## src/design/acmc_pkg.sv

```systemverilog
// Package: register map, field positions, reset values and decode codes
package acmc_pkg;

	// ************************************************************
	// Register offsets (byte addresses on the plain register port)
	// ************************************************************
	localparam logic [7:0] OFF_CONV_MUX    = 8'h07; // converter_mux_register
	localparam logic [7:0] OFF_CMP_CTRL_A  = 8'h08; // comparator mux enable lives here
	localparam logic [7:0] OFF_CMP_CTRL_B  = 8'h09; // comparator_hysteresis_pair_ctrl
	localparam logic [7:0] OFF_CONV_CTRL_A = 8'h06; // converter_control_a
	localparam logic [7:0] OFF_CONV_CTRL_B = 8'h03; // converter_control_b
	localparam logic [7:0] OFF_RES_LOW     = 8'h04; // result_low_byte
	localparam logic [7:0] OFF_RES_HIGH    = 8'h05; // result_high_byte
	localparam logic [7:0] OFF_IRQ_STATUS  = 8'h0a; // sticky event bits, write one to clear
	localparam logic [7:0] OFF_IRQ_MASK    = 8'h0b; // interrupt mask

	// ************************************************************
	// Field positions
	// ************************************************************
	localparam int HYST_ON_BIT      = 7;
	localparam int HYST_LEVEL_BIT   = 6;
	localparam int PAIR_SEL_LSB     = 0;
	localparam int CMP_MUX_EN_BIT   = 2;
	localparam int CONV_EN_BIT      = 7;
	localparam int GAIN_SEL_BIT     = 4;
	localparam int LEFT_ADJ_BIT     = 5;
	localparam int CHAN_SEL_LSB     = 0;
	localparam int REF_SEL_LOW_LSB  = 6; // reference bits 1:0 in the mux register
	localparam int REF_SEL_HIGH_BIT = 4; // reference bit 2 in control b
	localparam int IRQ_DONE_BIT     = 0;
	localparam int IRQ_LOST_BIT     = 1;

	// ************************************************************
	// Reset values and codes
	// ************************************************************
	localparam logic [7:0] RST_REG       = 8'h00;
	localparam logic [5:0] CHAN_MAX_PIN  = 6'h0a; // highest pin reachable by the comparator
	localparam logic [5:0] CHAN_TEMP     = 6'h3f; // temperature sensor channel
	localparam logic [5:0] CHAN_DIFF_LO  = 6'h0b; // first differential code
	localparam logic [1:0] NEG_PIN0      = 2'h0;
	localparam logic [1:0] NEG_PIN1      = 2'h1;
	localparam logic [1:0] NEG_PIN2      = 2'h2;
	localparam logic [1:0] NEG_CHANNEL   = 2'h3; // negative input from channel mux
	localparam int         RES_BITS      = 10;

	// Gain choice, pin-level code
	typedef enum logic [1:0] {
		GAIN_X1,
		GAIN_X8,
		GAIN_X20,
		GAIN_X32
	} acmc_gain_e;

endpackage : acmc_pkg

```

## src/design/acmc_pair_dec.sv

```systemverilog
// Comparator input routing decode
`timescale 1ns/1ns

module acmc_pair_dec (
	input  wire logic [2:0] pair_sel,    // Comparator pair select
	input  wire logic       mux_borrow,  // Channel mux takes the negative input
	output logic      [1:0] pos_pin,     // Positive pin 0..2
	output logic      [1:0] neg_src      // Negative source code
);

	// Pair table; borrowing keeps only the positive choice from the upper bits
	always_comb begin
		pos_pin = acmc_pkg::NEG_PIN0;
		neg_src = acmc_pkg::NEG_PIN1;
		if (mux_borrow) begin
			neg_src = acmc_pkg::NEG_CHANNEL;
			if (pair_sel[2])
				pos_pin = acmc_pkg::NEG_PIN2;
			else if (pair_sel[1])
				pos_pin = acmc_pkg::NEG_PIN1;
			else
				pos_pin = acmc_pkg::NEG_PIN0;
		end else begin
			unique case (pair_sel)
				3'h0: begin
					pos_pin = acmc_pkg::NEG_PIN0;
					neg_src = acmc_pkg::NEG_PIN1;
				end
				3'h1: begin
					pos_pin = acmc_pkg::NEG_PIN0;
					neg_src = acmc_pkg::NEG_PIN2;
				end
				3'h2: begin
					pos_pin = acmc_pkg::NEG_PIN1;
					neg_src = acmc_pkg::NEG_PIN0;
				end
				3'h3: begin
					pos_pin = acmc_pkg::NEG_PIN1;
					neg_src = acmc_pkg::NEG_PIN2;
				end
				3'h4: begin
					pos_pin = acmc_pkg::NEG_PIN2;
					neg_src = acmc_pkg::NEG_PIN0;
				end
				default: begin
					pos_pin = acmc_pkg::NEG_PIN2;
					neg_src = acmc_pkg::NEG_PIN1;
				end
			endcase
		end
	end

endmodule : acmc_pair_dec

```

## src/design/acmc_top.sv

```systemverilog
// Converter and comparator control: registers, routing, result lock
`timescale 1ns/1ns

// What this block does
// - Mux enable with converter off routes channel pin to comparator negative input
// - Otherwise a dedicated comparator pin drives the negative input
// - Three-bit pair select decodes positive and negative comparator pins
// - Hysteresis-on bit switches comparator hysteresis on or off
// - Hysteresis level bit picks 20mV or 50mV while hysteresis is on
// - Control b: bits 7,6 and 2..0 read/write, bits 5..3 read-only
// - Channel and reference apply only while enabled; no power when disabled
// - Channel code 111111 selects the temperature sensor
// - Ten-bit result in two bytes, right or left adjusted
// - Differential channels get gain 1x/8x/20x/32x; single-ended bypass gain
// - Reading low byte blocks converter writes to both result bytes
// - Conversion finishing while blocked is discarded, bytes unchanged
// - Reading high byte releases the block
// - Completion status bit set on every conversion, even when discarded; irq raised while any set status bit is unmasked
// - Three-bit reference select picks supply, pin, 1.1V or 2.56V
module acmc_top (
	input  wire logic       ref_clk,      // System clock, 20 MHz
	input  wire logic       srst,         // Synchronous reset, active high
	input  wire logic [7:0] reg_addr,     // Register address
	input  wire logic [7:0] reg_wdata,    // Write data
	input  wire logic       reg_wr,       // Write strobe
	input  wire logic       reg_rd,       // Read strobe
	output logic      [7:0] reg_rdata,    // Read data, cycle after strobe
	input  wire logic       conv_done,    // Conversion finished pulse
	input  wire logic [9:0] conv_value,   // Raw result with conv_done
	input  wire logic       cmp_out,      // Comparator output level
	output logic            irq,          // Level interrupt
	output logic      [1:0] cmp_pos_pin,  // Positive pin 0..2
	output logic      [1:0] cmp_neg_src,  // Negative: pin 0..2 or 3 = channel
	output logic      [5:0] cmp_neg_chan, // Analog pin on negative input
	output logic            hyst_on,      // Hysteresis enable
	output logic            hyst_50mv,    // Hysteresis level select
	output logic            conv_power,   // Converter analog power
	output logic      [5:0] conv_chan,    // Applied channel select
	output logic      [2:0] conv_ref,     // Applied reference select
	output logic            temp_sel,     // Temperature sensor on input
	output logic      [1:0] conv_gain,    // Applied gain stage code
	output logic            gain_bypass   // Gain stage bypassed
);

	// ************************************************************
	// State
	// ************************************************************
	typedef struct packed {
		logic [7:0] rdata;
		logic [7:0] mux_reg;
		logic [7:0] cmp_a;
		logic [7:0] cmp_b;
		logic [7:0] ctrl_a;
		logic [7:0] ctrl_b;
		logic [7:0] res_lo;
		logic [7:0] res_hi;
		logic       locked;
		logic [1:0] status;
		logic [1:0] mask;
		logic       irq;
		logic [1:0] pos;
		logic [1:0] neg;
		logic [5:0] neg_chan;
		logic       hyst_on;
		logic       hyst_lvl;
		logic       power;
		logic [5:0] chan;
		logic [2:0] refs;
		logic       temp;
		logic [1:0] gain;
		logic       bypass;
	} acmc_state_s;

	acmc_state_s st;
	acmc_state_s next_st;
	logic [1:0]  dec_pos;
	logic [1:0]  dec_neg;
	logic        borrow;

	// Gain from channel code and gain bit; single-ended codes bypass
	function automatic logic [1:0] gain_of(input logic [5:0] ch, input logic gain_select);
		logic [1:0] g;
		g = gain_select ? 2'(acmc_pkg::GAIN_X32) : 2'(acmc_pkg::GAIN_X8);
		if (ch[0])
			g = gain_select ? 2'(acmc_pkg::GAIN_X20) : 2'(acmc_pkg::GAIN_X1);
		return g;
	endfunction : gain_of

	// Single-ended or sensor codes skip the amplifier
	function automatic logic is_single(input logic [5:0] ch);
		return (ch < acmc_pkg::CHAN_DIFF_LO) || (ch == acmc_pkg::CHAN_TEMP);
	endfunction : is_single

	// ************************************************************
	// Comparator routing
	// ************************************************************
	assign borrow = st.cmp_a[acmc_pkg::CMP_MUX_EN_BIT]
	                & ~st.ctrl_a[acmc_pkg::CONV_EN_BIT];

	acmc_pair_dec u_pair (
		.pair_sel   (st.cmp_b[2:0]),
		.mux_borrow (borrow),
		.pos_pin    (dec_pos),
		.neg_src    (dec_neg)
	);

	// ************************************************************
	// Next state
	// ************************************************************
	always_comb begin
		logic [9:0]  res;
		logic [15:0] packed_res;
		logic        en;
		logic [5:0]  ch_wr;
		logic [2:0]  ref_wr;
		res        = conv_value;
		packed_res = 16'h0000;
		en         = 1'b0;
		ch_wr      = 6'h00;
		ref_wr     = 3'h0;
		next_st    = st;

		// Register writes; read-only bits of control b are kept
		if (reg_wr) begin
			unique case (reg_addr)
				acmc_pkg::OFF_CONV_MUX:    next_st.mux_reg = reg_wdata;
				acmc_pkg::OFF_CMP_CTRL_A:  next_st.cmp_a   = reg_wdata;
				acmc_pkg::OFF_CMP_CTRL_B:  next_st.cmp_b   = {reg_wdata[7:6], st.cmp_b[5:3],
				                                             reg_wdata[2:0]};
				acmc_pkg::OFF_CONV_CTRL_A: next_st.ctrl_a  = reg_wdata;
				acmc_pkg::OFF_CONV_CTRL_B: next_st.ctrl_b  = reg_wdata;
				acmc_pkg::OFF_IRQ_MASK:    next_st.mask    = reg_wdata[1:0];
				default: ;
			endcase
		end

		// Read data, one cycle later; unmapped reads as zero
		next_st.rdata = 8'h00;
		if (reg_rd) begin
			unique case (reg_addr)
				acmc_pkg::OFF_CONV_MUX:    next_st.rdata = st.mux_reg;
				acmc_pkg::OFF_CMP_CTRL_A:  next_st.rdata = st.cmp_a;
				acmc_pkg::OFF_CMP_CTRL_B:  next_st.rdata = {st.cmp_b[7:6], 3'h0,
				                                             st.cmp_b[2:0]};
				acmc_pkg::OFF_CONV_CTRL_A: next_st.rdata = st.ctrl_a;
				acmc_pkg::OFF_CONV_CTRL_B: next_st.rdata = st.ctrl_b;
				acmc_pkg::OFF_RES_LOW:     next_st.rdata = st.res_lo;
				acmc_pkg::OFF_RES_HIGH:    next_st.rdata = st.res_hi;
				acmc_pkg::OFF_IRQ_STATUS:  next_st.rdata = {6'h00, st.status};
				acmc_pkg::OFF_IRQ_MASK:    next_st.rdata = {6'h00, st.mask};
				default:                   next_st.rdata = 8'h00;
			endcase
			// Low read locks, high read unlocks
			if (reg_addr == acmc_pkg::OFF_RES_LOW)
				next_st.locked = 1'b1;
			if (reg_addr == acmc_pkg::OFF_RES_HIGH)
				next_st.locked = 1'b0;
		end

		// Result capture: alignment chosen at completion time
		if (st.ctrl_a[acmc_pkg::LEFT_ADJ_BIT])
			packed_res = {res, 6'h00};
		else
			packed_res = {6'h00, res};
		if (conv_done && !st.locked) begin
			next_st.res_hi = packed_res[15:8];
			next_st.res_lo = packed_res[7:0];
		end

		// Status: clear by writing one, a same-cycle event wins
		if (reg_wr && reg_addr == acmc_pkg::OFF_IRQ_STATUS)
			next_st.status = st.status & ~reg_wdata[1:0];
		if (conv_done)
			next_st.status[acmc_pkg::IRQ_DONE_BIT] = 1'b1;
		if (conv_done && st.locked)
			next_st.status[acmc_pkg::IRQ_LOST_BIT] = 1'b1;
		next_st.irq = |(next_st.status & next_st.mask);

		// Comparator outputs
		next_st.pos      = dec_pos;
		next_st.neg      = dec_neg;
		next_st.neg_chan = (borrow && st.mux_reg[5:0] <= acmc_pkg::CHAN_MAX_PIN)
		                   ? st.mux_reg[5:0] : 6'h00;
		next_st.hyst_on  = st.cmp_b[acmc_pkg::HYST_ON_BIT];
		next_st.hyst_lvl = st.cmp_b[acmc_pkg::HYST_ON_BIT]
		                   & st.cmp_b[acmc_pkg::HYST_LEVEL_BIT];

		// Converter selections held while disabled
		en             = st.ctrl_a[acmc_pkg::CONV_EN_BIT];
		ch_wr          = st.mux_reg[5:0];
		ref_wr         = {st.ctrl_b[acmc_pkg::REF_SEL_HIGH_BIT], st.mux_reg[7:6]};
		next_st.power  = en;
		if (en) begin
			next_st.chan   = ch_wr;
			next_st.refs   = ref_wr;
			next_st.temp   = (ch_wr == acmc_pkg::CHAN_TEMP);
			next_st.bypass = is_single(ch_wr);
			next_st.gain   = is_single(ch_wr) ? 2'(acmc_pkg::GAIN_X1)
			                 : gain_of(ch_wr, st.ctrl_b[acmc_pkg::GAIN_SEL_BIT]);
		end

		if (srst) begin
			next_st        = '0;
			next_st.bypass = 1'b1;
		end
	end

	// ************************************************************
	// Registers
	// ************************************************************
	always_ff @(posedge ref_clk) begin
		st <= next_st;
	end

	// Outputs straight from flops
	assign reg_rdata    = st.rdata;
	assign irq          = st.irq;
	assign cmp_pos_pin  = st.pos;
	assign cmp_neg_src  = st.neg;
	assign cmp_neg_chan = st.neg_chan;
	assign hyst_on      = st.hyst_on;
	assign hyst_50mv    = st.hyst_lvl;
	assign conv_power   = st.power;
	assign conv_chan    = st.chan;
	assign conv_ref     = st.refs;
	assign temp_sel     = st.temp;
	assign conv_gain    = st.gain;
	assign gain_bypass  = st.bypass;

endmodule : acmc_top

```

## config.mk

```make
export PLATFORM = sky130hd
export DESIGN_NAME = acmc_top
export DESIGN_NICKNAME = d
export VERILOG_FILES = /design/src/design/acmc_pkg.sv /design/src/design/acmc_pair_dec.sv /design/src/design/acmc_top.sv
export SDC_FILE = /design/constraint.sdc
export NUM_CORES = 1
export LEC_CHECK = 0
export BUFFER_PORTS_ARGS = -buffer_cell sky130_fd_sc_hd__buf_2
export CAP_MARGIN = 40
export CORE_MARGIN = 5
export CORE_UTILIZATION = 50
export DETAILED_ROUTE_END_ITERATION = 10
export GPL_TIMING_DRIVEN = 0
export PLACE_DENSITY = 0.72
export SETUP_SLACK_MARGIN = 0.2
export SYNTH_ARGS = -nofsm -noshare
export SYNTH_HDL_FRONTEND = slang
export SYNTH_SLANG_ARGS = --single-unit
```

## constraint.sdc

```tcl
create_clock -name ref_clk -period 2.11 [get_ports ref_clk]
set_input_delay 0.422 -clock ref_clk [delete_from_list [all_inputs] [get_ports ref_clk]]
set_output_delay 0.422 -clock ref_clk [all_outputs]
set_load 0.1 [all_outputs]
```

Word-level counts from Yosys, hierarchy flattened:

Index checks and enable logic that the tools add are counted.

* flip-flop bits (word level): 93
* bits of input ports: 32
* output and inout bits: 35
* word-level logic and storage cells: 87

* $lt $le $gt $ge: 2
* equality and inequality tests: 14
* multiplexer cells: 19
* bitwise logic cells: 8
* reductions and logical operators: 21

Operator list (count)
* $pmux W8 S9: 1
* $eq A8 B3 Y1 const B: 4
* $eq A8 B4 Y1 const B: 4
* $mux W2: 10
* $mux W16: 1
* $reduce_or A2 Y1: 7
* $reduce_and A2 Y1: 6
* $eq A8 B2 Y1 const B: 1
* $pmux W2 S2: 2
* $eq A3 B2 Y1 const B: 2
* $eq A6 B6 Y1 const B: 1
* $le A6 B4 Y1 const B: 1
* $lt A6 B4 Y1 const B: 1
* $mux W1: 5
* $and A2 B2 Y2: 2
* $logic_and A1 B1 Y1: 4
* $eq A3 B1 Y1 const B: 1
* $eq A3 B3 Y1 const B: 1
* $logic_not A3 Y1: 1
* $not A1 Y1: 3
* $and A1 B1 Y1: 2
* $not A2 Y2: 1
* $reduce_bool A2 Y1: 1
* $logic_not A1 Y1: 1
* $logic_or A1 B1 Y1: 1

Depth between registers and ports, before layout:

Gate-level depths: netlist of the first run.

* depth after elaboration: 6
* gate-level depth with buffers: 6

Modules after synthesis:

From an unflattened synthesis of the first run, not the netlist that was laid out.

* cell total of the unflattened synthesis: 442
* area, all modules: 4090.2 sq um

Modules (own cells, without submodules)
* acmc_top: instances 1, cells each 435, area each 4047.6 sq um, sequential area each 1861.8 sq um
* acmc_pair_dec: instances 1, cells each 7, area each 42.5 sq um, sequential area each 0.0 sq um

Worst setup path before layout of the first run:

OpenSTA, ideal clock, no wires.

* path type: input to register
* start: in reg_addr[5]
* end: reg st, in the netlist irq
* arrival time: 1853 ps
* required time: 1989 ps
* path slack: 136 ps
* stages: 6
* cell sequence: or4_4 -> buf_6 -> buf_8 -> or3_1 -> a31oi_1 -> o2bb2ai_1

* longest elaborated chain between the ends: 6
* elaborated cells between the ends (all ways): 10

RTL lines
* from (decl): line acmc_top.sv:23 `input wire logic [7:0] reg_addr,`
* $eq A8 B4 Y1: line acmc_top.sv:171 `if (reg_wr && reg_addr == acmc_pkg::OFF_IRQ_STATUS)`
* $logic_and A1 B1 Y1: line acmc_top.sv:171
* $mux W2: line acmc_top.sv:171
* $mux W1 (on tied branches): line acmc_top.sv:173, acmc_top.sv:175
* $and A2 B2 Y2 *: line acmc_top.sv:177 `next_st.irq = |(next_st.status & next_st.mask);`
* $reduce_or A2 Y1 *: line acmc_top.sv:177
* to (signal assigned): line acmc_top.sv:212 `st <= next_st;`
* to (decl): line acmc_top.sv:74 `acmc_state_s st;`

Every way passes the cells marked *; elsewhere a longest branch is shown, timed or not.
A chain may end at the register's enable or synchronous reset.

Worst setup path in the final report of the first run:

* start: in reg_addr[5]
* end: reg st[80] in the netlist's numbering

* longest elaborated chain between the ends: 2

RTL lines
* $eq A8 B3 Y1: line acmc_top.sv:125 `unique case (reg_addr)`
* $reduce_and A2 Y1 (no source line)

No other way between the ends.

==> impl_table.tex, run 1 <==
\begin{tabular}{lr}
\hline
Metric & Value \\
\hline
\multicolumn{2}{l}{\textbf{Global routing}} \\
Largest net degree at the start of global routing & 18 \\
Initial antenna violation count & 0 \\
Number of global-route vias before repair & between 3,000 and 4,000 \\
Global-route wire length before repair & 16.7 mm \\
Global router's overall resource usage & 21.2\% \\
GR Overflow Total & 0 \\
\multicolumn{2}{l}{\textbf{Die}} \\
Die Area & roughly 10,000 um2 \\
Floorplan core area & between 8000 and 9000 um2 \\
Number of placed I/O pins & 67 \\
X dimension of the die & approximately 100 um \\
Number of placement rows & 33 \\
Die height & about 100 um \\
Starting density of the core & between 50\% and 60\% \\
\multicolumn{2}{l}{\textbf{Routing}} \\
Initial DRC Count & roughly 260 \\
Total wire length & $\sim$11 mm \\
Pre-Repair DR Iteration Count & 5 \\
Antenna Nets Post-Route & 0 \\
Total vias in the final route & around 3,500 \\
Via density per instance & 5.54 \\
Routed length per placed instance & $\sim$17 um \\
Remaining DRCs & 0 \\
\multicolumn{2}{l}{\textbf{Power}} \\
Static Leak & just under 2 nW \\
Final total power & 0.00328 W \\
Peak supply drop & 285 uV \\
Power per standard cell area & 677 nW/um2 \\
\multicolumn{2}{l}{\textbf{Layout}} \\
Most common cell after layout, fill and taps aside & sky130\_fd\_sc\_hd\_\_dfxtp\_1 \\
Ratio of cells with drive above 1 in the final layout & between 20 and 30\% \\
ANT cells & 0 \\
Commonest cells after routing, fill and taps aside & sky130\_fd\_sc\_hd\_\_dfxtp\_1 (93), sky130\_fd\_sc\_hd\_\_buf\_2 (70), sky130\_fd\_sc\_hd\_\_nor2\_1 (46) \\
Fillers & between 700 and 800 \\
Final cell count without fillers & roughly 630 \\
Number of nets in the layout & roughly 550 \\
Area occupied by multi-input gates & 1920 um2 \\
Area taken by flip-flops and latches & about 1900 um2 \\
Area growth from synthesis to layout & 17.1\% \\
\multicolumn{2}{l}{\textbf{CTS}} \\
Clock Sink Count & 93 \\
Clock tree from TritonCTS & yes \\
H-tree depth & 3 \\
Number of buffers created by CTS & 9 \\
Skew-Pair Late Insertion Delay & $\sim$0.37 ns \\
Max clock buf depth & 2 \\
Clock edge transition at the registers on the reported setup and hold paths & 0.10 ns \\
Clock root cell & sky130\_fd\_sc\_hd\_\_clkbuf\_8 \\
\multicolumn{2}{l}{\textbf{Logic synthesis}} \\
Cell taking the most area after synthesis & sky130\_fd\_sc\_hd\_\_dfxtp\_1 \\
Leading cell types by total area after synthesis & sky130\_fd\_sc\_hd\_\_dfxtp\_1 (45\%), sky130\_fd\_sc\_hd\_\_mux2i\_1 (10\%), sky130\_fd\_sc\_hd\_\_buf\_4 (5.3\%), sky130\_fd\_sc\_hd\_\_nor2\_1 (4.2\%), sky130\_fd\_sc\_hd\_\_a21oi\_1 (3.9\%) \\
Most used DFF post-synth & sky130\_fd\_sc\_hd\_\_dfxtp\_1 \\
XOR/XNOR Fraction of Synth Area & less than 1\% \\
Area fraction in compound gates after synthesis & around 11\% \\
Post-Synth Simple-Gate Area & between 20\% and 30\% \\
Avg Synthesized Cell Area & 9.47 um2 \\
Dominant combinational cell family by area after synthesis & simple AND/OR/NAND/NOR gates \\
Fraction of synthesized area in multiplexers & approximately 14\% \\
Post-synthesis cell type count & 53 \\
Syn Inst Count & 437 \\
Cell area after synthesis & approximately 4100 um2 \\
Post-synth EDFFs & 0 \\
Synthesis warning total & 0 \\
Synthesized-area fraction occupied by adder cells & 0\% \\
Share of synthesized area occupied by flip-flops and latches & $\sim$45\% \\
Area share of the leading cell type in the synthesized netlist & 45.0\% \\
Share of synthesized registers carrying an async set or reset & 0\% \\
Flip-flop and latch count after synthesis & 93 \\
\multicolumn{2}{l}{\textbf{Worst setup path}} \\
Crit-path cells & buf\_2, or4\_4, buf\_8, nor3\_4, mux2i\_1, nor2\_1 \\
Highest cell delay on the worst timing path & roughly 0.53 ns \\
Path length in cells of the critical path & 6 \\
Data arrival time of the worst path & 2.08 ns \\
Crit path max-delay family & simple AND/OR/NAND/NOR gates \\
Total buffers and inverters traversed by the critical path & 2 \\
Kind of end point of the critical path & flop \\
Category of the most critical setup path & in2reg \\
Standard cell with the maximum stage delay on the critical path & sky130\_fd\_sc\_hd\_\_or4\_4 \\
Reg2Reg Depth & 4 \\
CP Launch Type & input port \\
Data required time at the worst endpoint & around 2.4 ns \\
Largest fanout on the critical path & 8 \\
\multicolumn{2}{l}{\textbf{STA}} \\
Worst-margin pin slew & between 0.7 and 0.8 ns \\
Final critical-path required period & approximately 1.8 ns \\
Clk\_skew & around 0.014 ns \\
Final setup violation count & 0 \\
Max-slew headroom at the worst pin & $\sim$53\% \\
Aggregate negative setup slack & 0 ns \\
Number of max-slew violations in the final report & 0 \\
Smallest setup slack after layout & 0.269 ns \\
Period utilization & between 80\% and 90\% \\
Unrepaired setup endpoints after global routing & true \\
F\_max & approximately 0.54 GHz \\
Number of hold-slack violations in the final timing report & 0 \\
\multicolumn{2}{l}{\textbf{Place}} \\
Setup slack at placement & -0.186 ns \\
Post-Place Cells & 608 \\
Weighted congestion reported at the end of routability-driven placement & 0.975 \\
HPWL Detailed & approximately 7.8 mm \\
Port buffer count & 65 \\
\multicolumn{2}{l}{\textbf{Min path}} \\
Worst min-delay path class & in2reg \\
Number of cells traversed by the worst hold path & 3 \\
\multicolumn{2}{l}{\textbf{Job}} \\
Number of max-cap violations & 0 \\
\multicolumn{2}{l}{\textbf{Status}} \\
Outcome & complete, no violations \\
\hline
\end{tabular}
[power by group]
group	leakage, nW	total [W]	switching [W]	internal (W)
clock	0.105	0.00126	0.000662	0.000599
sequential	0.752	0.00178	0.0000126	0.00177
combinational	1.11	0.000237	0.000164	0.0000734
total	1.97	0.00328	0.000838	0.00244
[final timing paths]
check / slack [ns] / start / end
worst max-delay path: 0.27 / reg_addr[5] / st[80]$_SDFFE_PP0P_
worst min-delay path: 0.33 / reg_wdata[3] / st[51]$_SDFFE_PP0P_
worst min register to register: 0.45 / st[38]$_SDFFE_PP0P_ / st[38]$_SDFFE_PP0P_
worst max register to register: 0.44 / st[63]$_SDFFE_PP0P_ / conv_chan[5]$_SDFFE_PP0P_
[Yosys cell counts (4+ instances only)]
cell	count
sky130_fd_sc_hd__nand4_1	5
sky130_fd_sc_hd__a22oi_1	7
sky130_fd_sc_hd__nand2_1	41
sky130_fd_sc_hd__nand3b_1	11
sky130_fd_sc_hd__mux2i_1	43
sky130_fd_sc_hd__buf_4	29
sky130_fd_sc_hd__nor2_1	46
sky130_fd_sc_hd__and2_1	4
sky130_fd_sc_hd__buf_2	6
sky130_fd_sc_hd__clkbuf_1	15
sky130_fd_sc_hd__a31oi_1	5
sky130_fd_sc_hd__mux4_2	4
sky130_fd_sc_hd__nand3_1	10
sky130_fd_sc_hd__dfxtp_1	93
sky130_fd_sc_hd__a211oi_1	8
sky130_fd_sc_hd__nor2b_1	8
sky130_fd_sc_hd__inv_1	5
sky130_fd_sc_hd__nand2b_1	6
sky130_fd_sc_hd__buf_1	4
sky130_fd_sc_hd__mux2_2	4
sky130_fd_sc_hd__nand4b_1	4
sky130_fd_sc_hd__a21oi_1	32
sky130_fd_sc_hd__nor3_1	4
[sequential cells by signal, summed over array words and instances, names as in the netlist, 2 cells and up]
| name | flops |
|---|---|
| conv_gain | 2 |
| cmp_pos_pin | 2 |
| reg_rdata | 8 |
| cmp_neg_chan | 6 |
| conv_ref | 3 |
| conv_chan | 6 |
| cmp_neg_src | 2 |
| st | 58 |
[cells by family (layout without fill, tap and decap cells)]
family          after synthesis  count (layout)
simple gates                158             158
flops                        93              93
other cells                   1               2
compound gates               72              72
xor+xnor                      1               1
buf+inv                      61             144
mux                          51              51
[per-stage QoR]
step / instance area [um2] / hold WS [ns] / utilization (%)
finish: 4840 / 0.332 / 59.6
global route: 4840 / 0.317 / 59.6
CTS: 4820 / 0.323 / 59.3
detailed placement: 4610 / 0.445 / 56.7
global placement: 4610 / 0.438 / 56.7
floorplan: 4150 / 0.429 / -
[cell type report]
| cell class | count | share of cell area, % |
|---|---|---|
| Multi-Input combinational cell | 284 | 39.7 |
| Sequential cell | 93 | 38.4 |
| Buffer | 56 | 7.36 |
| Timing Repair Buffer | 67 | 7.02 |
| Clock buffer | 10 | 2.84 |
| Tap cell | 105 | 2.71 |
| Clock inverter | 6 | 1.55 |
| Inverter | 5 | 0.387 |
[layer usage]
| layer | wire (um) | share of wire (%) | vias to the layer above | track usage, % |
|---|---|---|---|---|
| met2 | 4830 | 46 | 148 | 33.5 |
| li1 | - | - | 1669 | - |
| met4 | 255 | 2.4 | 0 | 8.79 |
| met5 | 0 | 0 | - | 0 |
| met1 | 4560 | 43 | 1630 | 27.9 |
| met3 | 876 | 8.3 | 21 | 4.64 |
[tightest hold or removal path: stages]
cell,delay [ns]
sky130_fd_sc_hd__buf_2,0.13
sky130_fd_sc_hd__nand2_1,0.05
sky130_fd_sc_hd__a21oi_1,0.05
[what timing repair did]
action                     in CTS  in global routing
resized for setup               0                  3
buffers inserted                0                  2
setup endpoints to repair       0                 21
hold buffers                    0                  0
No activity file was read; power rests on OpenSTA's default activity.
==> inputs of run 2 (changes only) <==
Settings changed: MAX_ROUTING_LAYER from default to met4.
==> impl_table.tex, run 2 (synthesis results as in run 1) <==
\begin{tabular}{lr}
\hline
Metric & Value \\
\hline
\multicolumn{2}{l}{\textbf{Routing}} \\
Total vias in the final route & between 3,000 and 4,000 \\
Antenna Nets Post-Route & 0 \\
Initial DRC Count & about 270 \\
Via density per instance & between 5 and 6 \\
Total wire length & 10.7 mm \\
Routed length per placed instance & about 17 um \\
Remaining DRCs & 0 \\
Pre-Repair DR Iteration Count & 4 \\
\multicolumn{2}{l}{\textbf{Power}} \\
Power per standard cell area & approximately 660 nW/um2 \\
Static Leak & a little under 2 nW \\
Peak supply drop & roughly 350 uV \\
Final total power & around 0.0032 W \\
\multicolumn{2}{l}{\textbf{Place}} \\
Setup slack at placement & -0.214 ns \\
HPWL Detailed & 7.80 mm \\
Post-Place Cells & just over 600 \\
Weighted congestion reported at the end of routability-driven placement & roughly 0.94 \\
Port buffer count & 65 \\
\multicolumn{2}{l}{\textbf{STA}} \\
Number of max-slew violations in the final report & 0 \\
Number of hold-slack violations in the final timing report & 0 \\
Worst-margin pin slew & 0.690 ns \\
Max-slew headroom at the worst pin & 54.0\% \\
Unrepaired setup endpoints after global routing & false \\
F\_max & 0.552 GHz \\
Period utilization & between 80\% and 90\% \\
Smallest setup slack after layout & about 0.30 ns \\
Clk\_skew & 0.0109 ns \\
Final setup violation count & 0 \\
Final critical-path required period & around 1.8 ns \\
\multicolumn{2}{l}{\textbf{Die}} \\
X dimension of the die & about 100 um \\
Die height & 101 um \\
Floorplan core area & roughly 8100 um2 \\
Number of placement rows & 33 \\
Starting density of the core & about 51\% \\
Number of placed I/O pins & 67 \\
Die Area & about 10,000 um2 \\
\multicolumn{2}{l}{\textbf{Worst setup path}} \\
Largest fanout on the critical path & 8 \\
CP Launch Type & input port \\
Reg2Reg Depth & 4 \\
Data arrival time of the worst path & a little over 2 ns \\
Critical R2R Launch & st[63]\$\_SDFFE\_PP0P\_ \\
Category of the most critical setup path & in2reg \\
Worst setup startpoint & reg\_addr[5] \\
R2R Path End & conv\_chan[5]\$\_SDFFE\_PP0P\_ \\
Data required time at the worst endpoint & $\sim$2.4 ns \\
Kind of end point of the critical path & flop \\
CP endpoint & st[87]\$\_SDFFE\_PP0P\_ \\
Setup slack on the worst flop-to-flop path & 0.45 ns \\
\multicolumn{2}{l}{\textbf{Layout}} \\
Ratio of cells with drive above 1 in the final layout & 27.1\% \\
Most common cell after layout, fill and taps aside & sky130\_fd\_sc\_hd\_\_dfxtp\_1 \\
Area growth from synthesis to layout & 16.9\% \\
Number of nets in the layout & 548 \\
Register with the most flip-flops & st \\
Final cell count without fillers & roughly 630 \\
Fillers & 740 \\
Commonest cells after routing, fill and taps aside & sky130\_fd\_sc\_hd\_\_dfxtp\_1 (93), sky130\_fd\_sc\_hd\_\_buf\_2 (70), sky130\_fd\_sc\_hd\_\_nor2\_1 (46) \\
Flip-flop count of the largest register after layout & 58 \\
ANT cells & 0 \\
\multicolumn{2}{l}{\textbf{Global routing}} \\
GR Overflow Total & 0 \\
Global router's overall resource usage & 22.4\% \\
Initial antenna violation count & 0 \\
Number of global-route vias before repair & roughly 3,200 \\
Largest net degree at the start of global routing & 19 \\
Global-route wire length before repair & $\sim$17 mm \\
\multicolumn{2}{l}{\textbf{Min path}} \\
Worst min-delay path class & in2reg \\
\multicolumn{2}{l}{\textbf{CTS}} \\
Skew-Pair Late Insertion Delay & 0.37 ns \\
H-tree depth & 3 \\
Number of buffers inserted by hold repair at cts & 0 \\
Number of buffers created by CTS & 9 \\
Clock Sink Count & 93 \\
Clock edge transition at the registers on the reported setup and hold paths & $\sim$0.10 ns \\
Clock root cell & sky130\_fd\_sc\_hd\_\_clkbuf\_8 \\
Clock tree from TritonCTS & yes \\
Max clock buf depth & 2 \\
\multicolumn{2}{l}{\textbf{Job}} \\
Number of max-cap violations & 0 \\
\multicolumn{2}{l}{\textbf{Status}} \\
Outcome & complete, no violations \\
\hline
\end{tabular}
-- run 2: worst min-delay path by stage --
| stage | cells after the start | end | start |
|---|---|---|---|
| 2_1_floorplan | 2 | st[34]$_SDFFE_PP0P_ | st[34]$_SDFFE_PP0P_ |
| 3_3_place_gp | 2 | st[54]$_SDFFE_PP0P_ | st[54]$_SDFFE_PP0P_ |
| 3_5_place_dp | 2 | st[38]$_SDFFE_PP0P_ | st[38]$_SDFFE_PP0P_ |
| 4_1_cts | 3 | st[45]$_SDFFE_PP0P_ | conv_value[5] |
| 5_1_grt | 3 | st[42]$_SDFFE_PP0P_ | conv_value[2] |
| 6_report | 3 | st[45]$_SDFFE_PP0P_ | conv_value[5] |
-- run 2: power breakdown --
group          internal [W]  leakage, nW  switching (W)
sequential          0.00177        0.752      0.0000128
clock              0.000494       0.0993       0.000695
combinational     0.0000735         1.11       0.000165
-- run 2: layout make-up --
class / count / area [um2] / area share, %
plain buffers: 56 / 358 / 7.40
clock buffers: 10 / 138 / 2.85
clock inverters: 6 / 58.8 / 1.22
inverters: 5 / 18.8 / 0.388
multi-input cells: 284 / 1930 / 39.9
flip-flops and latches: 93 / 1860 / 38.5
well taps: 105 / 131 / 2.72
repair buffers: 67 / 340 / 7.04
-- run 2: per-layer routing --
layer | GRT usage, % | vias to the layer above | wire [um]
met5 | - | - | 0
met4 | 8.79 | 0 | 184
met3 | 3.67 | 14 | 816
met2 | 33.0 | 126 | 4890
met1 | 30.9 | 1610 | 4810
li1 | - | 1672 | -
-- run 2: critical path: stages --
cell and delay [ns]:
sky130_fd_sc_hd__buf_2 0.10, sky130_fd_sc_hd__or4_4 0.53, sky130_fd_sc_hd__buf_8 0.17, sky130_fd_sc_hd__nor3_4 0.50, sky130_fd_sc_hd__mux2i_1 0.27, sky130_fd_sc_hd__nor2_1 0.06
-- run 2: what timing repair did --
| action | in CTS | in global routing |
|---|---|---|
| endpoints found under the hold margin | 0 | 0 |
| pin swaps | 0 | 2 |
| gates resized for setup | 1 | 5 |
| setup endpoints to repair | 7 | 14 |
| buffers inserted | 0 | 2 |
| gates cloned | 0 | 0 |
-- run 2: metrics by stage --
step / utilization, % / TNS (ns) / hold slack [ns] / cell area (um2)
floorplan: - / 0 / 0.429 / 4150
global placement: 56.7 / -4.11 / 0.438 / 4610
detailed placement: 56.7 / -4.20 / 0.446 / 4610
CTS: 59.2 / 0 / 0.318 / 4810
global route: 59.4 / 0 / 0.320 / 4830
finish: 59.4 / 0 / 0.329 / 4830
==> inputs of run 3 (changes only) <==
Settings changed: CTS_BUF_LIST from default to sky130_fd_sc_hd__clkbuf_8 sky130_fd_sc_hd__clkbuf_16, REMOVE_ABC_BUFFERS from default to 1.
Clock period 2.11 ns to 2.2 ns, I/O delays scaled along.
==> impl_table.tex, run 3 (synthesis results as in run 1) <==
\begin{tabular}{lr}
\hline
Metric & Value \\
\hline
\multicolumn{2}{l}{\textbf{Worst setup path}} \\
Kind of end point of the critical path & flop \\
Reg2Reg Depth & 3 \\
Largest fanout on the critical path & 16 \\
Data required time at the worst endpoint & roughly 2.5 ns \\
Data arrival time of the worst path & 2.17 ns \\
CP Launch Type & input port \\
Category of the most critical setup path & in2reg \\
\multicolumn{2}{l}{\textbf{Global routing}} \\
Initial antenna violation count & 0 \\
GR Overflow Total & 0 \\
Number of global-route vias before repair & between 2,000 and 3,000 \\
Busiest metal layer after global routing & met2 \\
Met1 track utilization from global routing & 26.8\% \\
Met2 track demand over resource in global routing & just under 30\% \\
Global router's overall resource usage & 19.6\% \\
Met3 usage in global routing & under 10\% \\
Global-route wire length before repair & 15.1 mm \\
Largest net degree at the start of global routing & 43 \\
\multicolumn{2}{l}{\textbf{Power}} \\
Clock network fraction of design power & about a third \\
Static Leak & about 1.7 nW \\
Part of the total power dissipated in sequential elements & about three fifths \\
Peak supply drop & between 300 and 400 uV \\
Switching Power & 0.000762 W \\
Switching Fraction & between 20\% and 30\% \\
Power per standard cell area & between 600 and 700 nW/um2 \\
Final total power & roughly 0.0029 W \\
Logic gate share of total power & under 10\% \\
Internal & 0.00218 W \\
\multicolumn{2}{l}{\textbf{Die}} \\
Die height & $\sim$100 um \\
Floorplan core area & around 8000 um2 \\
Die Area & between 10,000 and 15,000 um2 \\
Number of placed I/O pins & 67 \\
Number of placement rows & 33 \\
X dimension of the die & 101 um \\
Starting density of the core & 50.9\% \\
\multicolumn{2}{l}{\textbf{Layout}} \\
Final cell count without fillers & approximately 570 \\
Most common cell after layout, fill and taps aside & sky130\_fd\_sc\_hd\_\_dfxtp\_1 \\
Area growth from synthesis to layout & 8.71\% \\
Ratio of cells with drive above 1 in the final layout & between 20 and 25\% \\
ANT cells & 0 \\
Commonest cells after routing, fill and taps aside & sky130\_fd\_sc\_hd\_\_dfxtp\_1 (93), sky130\_fd\_sc\_hd\_\_buf\_2 (63), sky130\_fd\_sc\_hd\_\_nor2\_1 (46) \\
Register with the most flip-flops & st \\
Number of nets in the layout & between 400 and 500 \\
Design area & between 4000 and 5000 um2 \\
Flip-flop count of the largest register after layout & a little under 60 \\
\multicolumn{2}{l}{\textbf{CTS}} \\
Number of buffers created by CTS & 9 \\
Number of buffers inserted by hold repair at cts & 0 \\
Clock tree from TritonCTS & yes \\
H-tree depth & 3 \\
Skew-Pair Late Insertion Delay & 0.36 ns \\
Clock root cell & sky130\_fd\_sc\_hd\_\_clkbuf\_8 \\
Max clock buf depth & 2 \\
Clock Sink Count & 93 \\
Clock edge transition at the registers on the reported setup and hold paths & roughly 0.1 ns \\
\multicolumn{2}{l}{\textbf{STA}} \\
Max-slew headroom at the worst pin & about 40\% \\
Aggregate negative setup slack & 0 ns \\
Final setup violation count & 0 \\
Number of hold-slack violations in the final timing report & 0 \\
Worst-margin pin slew & 0.897 ns \\
Unrepaired setup endpoints after global routing & false \\
Period utilization & $\sim$87\% \\
Final critical-path required period & 1.92 ns \\
Post-Route Hold Slack & approximately 0.34 ns \\
Number of max-slew violations in the final report & 0 \\
F\_max & 0.522 GHz \\
Clk\_skew & $\sim$0.014 ns \\
\multicolumn{2}{l}{\textbf{Routing}} \\
Initial DRC Count & roughly 220 \\
Remaining DRCs & 0 \\
Total wire length & roughly 9.4 mm \\
Antenna Nets Post-Route & 0 \\
Via density per instance & around 5.5 \\
Total vias in the final route & around 3,200 \\
Pre-Repair DR Iteration Count & 6 \\
Routed length per placed instance & 16.5 um \\
\multicolumn{2}{l}{\textbf{Place}} \\
Instance area at placement & around 4300 um2 \\
Weighted congestion reported at the end of routability-driven placement & roughly 0.85 \\
HPWL Detailed & between 6 and 7 mm \\
Port buffer count & 65 \\
Post-Place Cells & about 560 \\
\multicolumn{2}{l}{\textbf{Job}} \\
Number of max-cap violations & 0 \\
\multicolumn{2}{l}{\textbf{Min path}} \\
Worst min-delay path class & in2reg \\
Number of cells traversed by the worst hold path & 3 \\
\multicolumn{2}{l}{\textbf{Status}} \\
Outcome & complete, no violations \\
\hline
\end{tabular}
## run 3: timing repair
item / CTS / global route
endpoints found under the setup margin: 8 / 20
setup buffers: 0 / 2
pin swaps: 0 / 2
gates resized for setup: 1 / 4
## run 3: path summary, 6_finish.rpt
kind	end	startpoint	slack, ns
hold / removal	st[52]$_SDFFE_PP0P_	reg_wdata[4]	0.34
hold reg to reg	st[48]$_SDFFE_PP0P_	st[48]$_SDFFE_PP0P_	0.46
setup reg to reg	reg_rdata[7]$_SDFF_PP0_	st[63]$_SDFFE_PP0P_	0.40
setup / recovery	reg_rdata[6]$_SDFF_PP0_	reg_addr[5]	0.28
## run 3: cell type report
class                      count  area [um2]
clock buffer                   9         124
clock inverter                 6        48.8
fill                         727        3640
inverter                       5        18.8
multi-input combinational    284        1930
sequential                    93        1860
tap                          105         131
timing repair buffer          70         383
## run 3: metrics by stage
stage                     utilization (%)  setup slack [ns]
after floorplan                         -            -0.128
after global placement               52.3             -1.00
after detailed placement             52.7            -0.362
after CTS                            54.9             0.222
after global routing                 55.3             0.225
final                                55.3             0.284
## run 3: per-layer routing
layer	share of wire, %	vias up	routed length (um)
met4	1.2	0	115
met1	46	1496	4350
li1	-	1566	-
met2	47	80	4420
met5	0	-	0
met3	5.7	9	535
## run 3: critical path: stages
cell                       delay, ns
sky130_fd_sc_hd__buf_2          0.11
sky130_fd_sc_hd__or4_4          0.69
sky130_fd_sc_hd__nor4_4         0.47
sky130_fd_sc_hd__a222oi_1       0.21
sky130_fd_sc_hd__a21oi_1        0.24
## run 3: power groups by stage
stage                     clock network [W]  registers (W)  logic (W)
final                               0.00102        0.00171   0.000203
after global routing                0.00110        0.00171   0.000221
after CTS                           0.00104        0.00171   0.000201
after detailed placement                  0        0.00175   0.000200
after global placement                    0        0.00175   0.000191
after floorplan                           0        0.00177  0.0000671
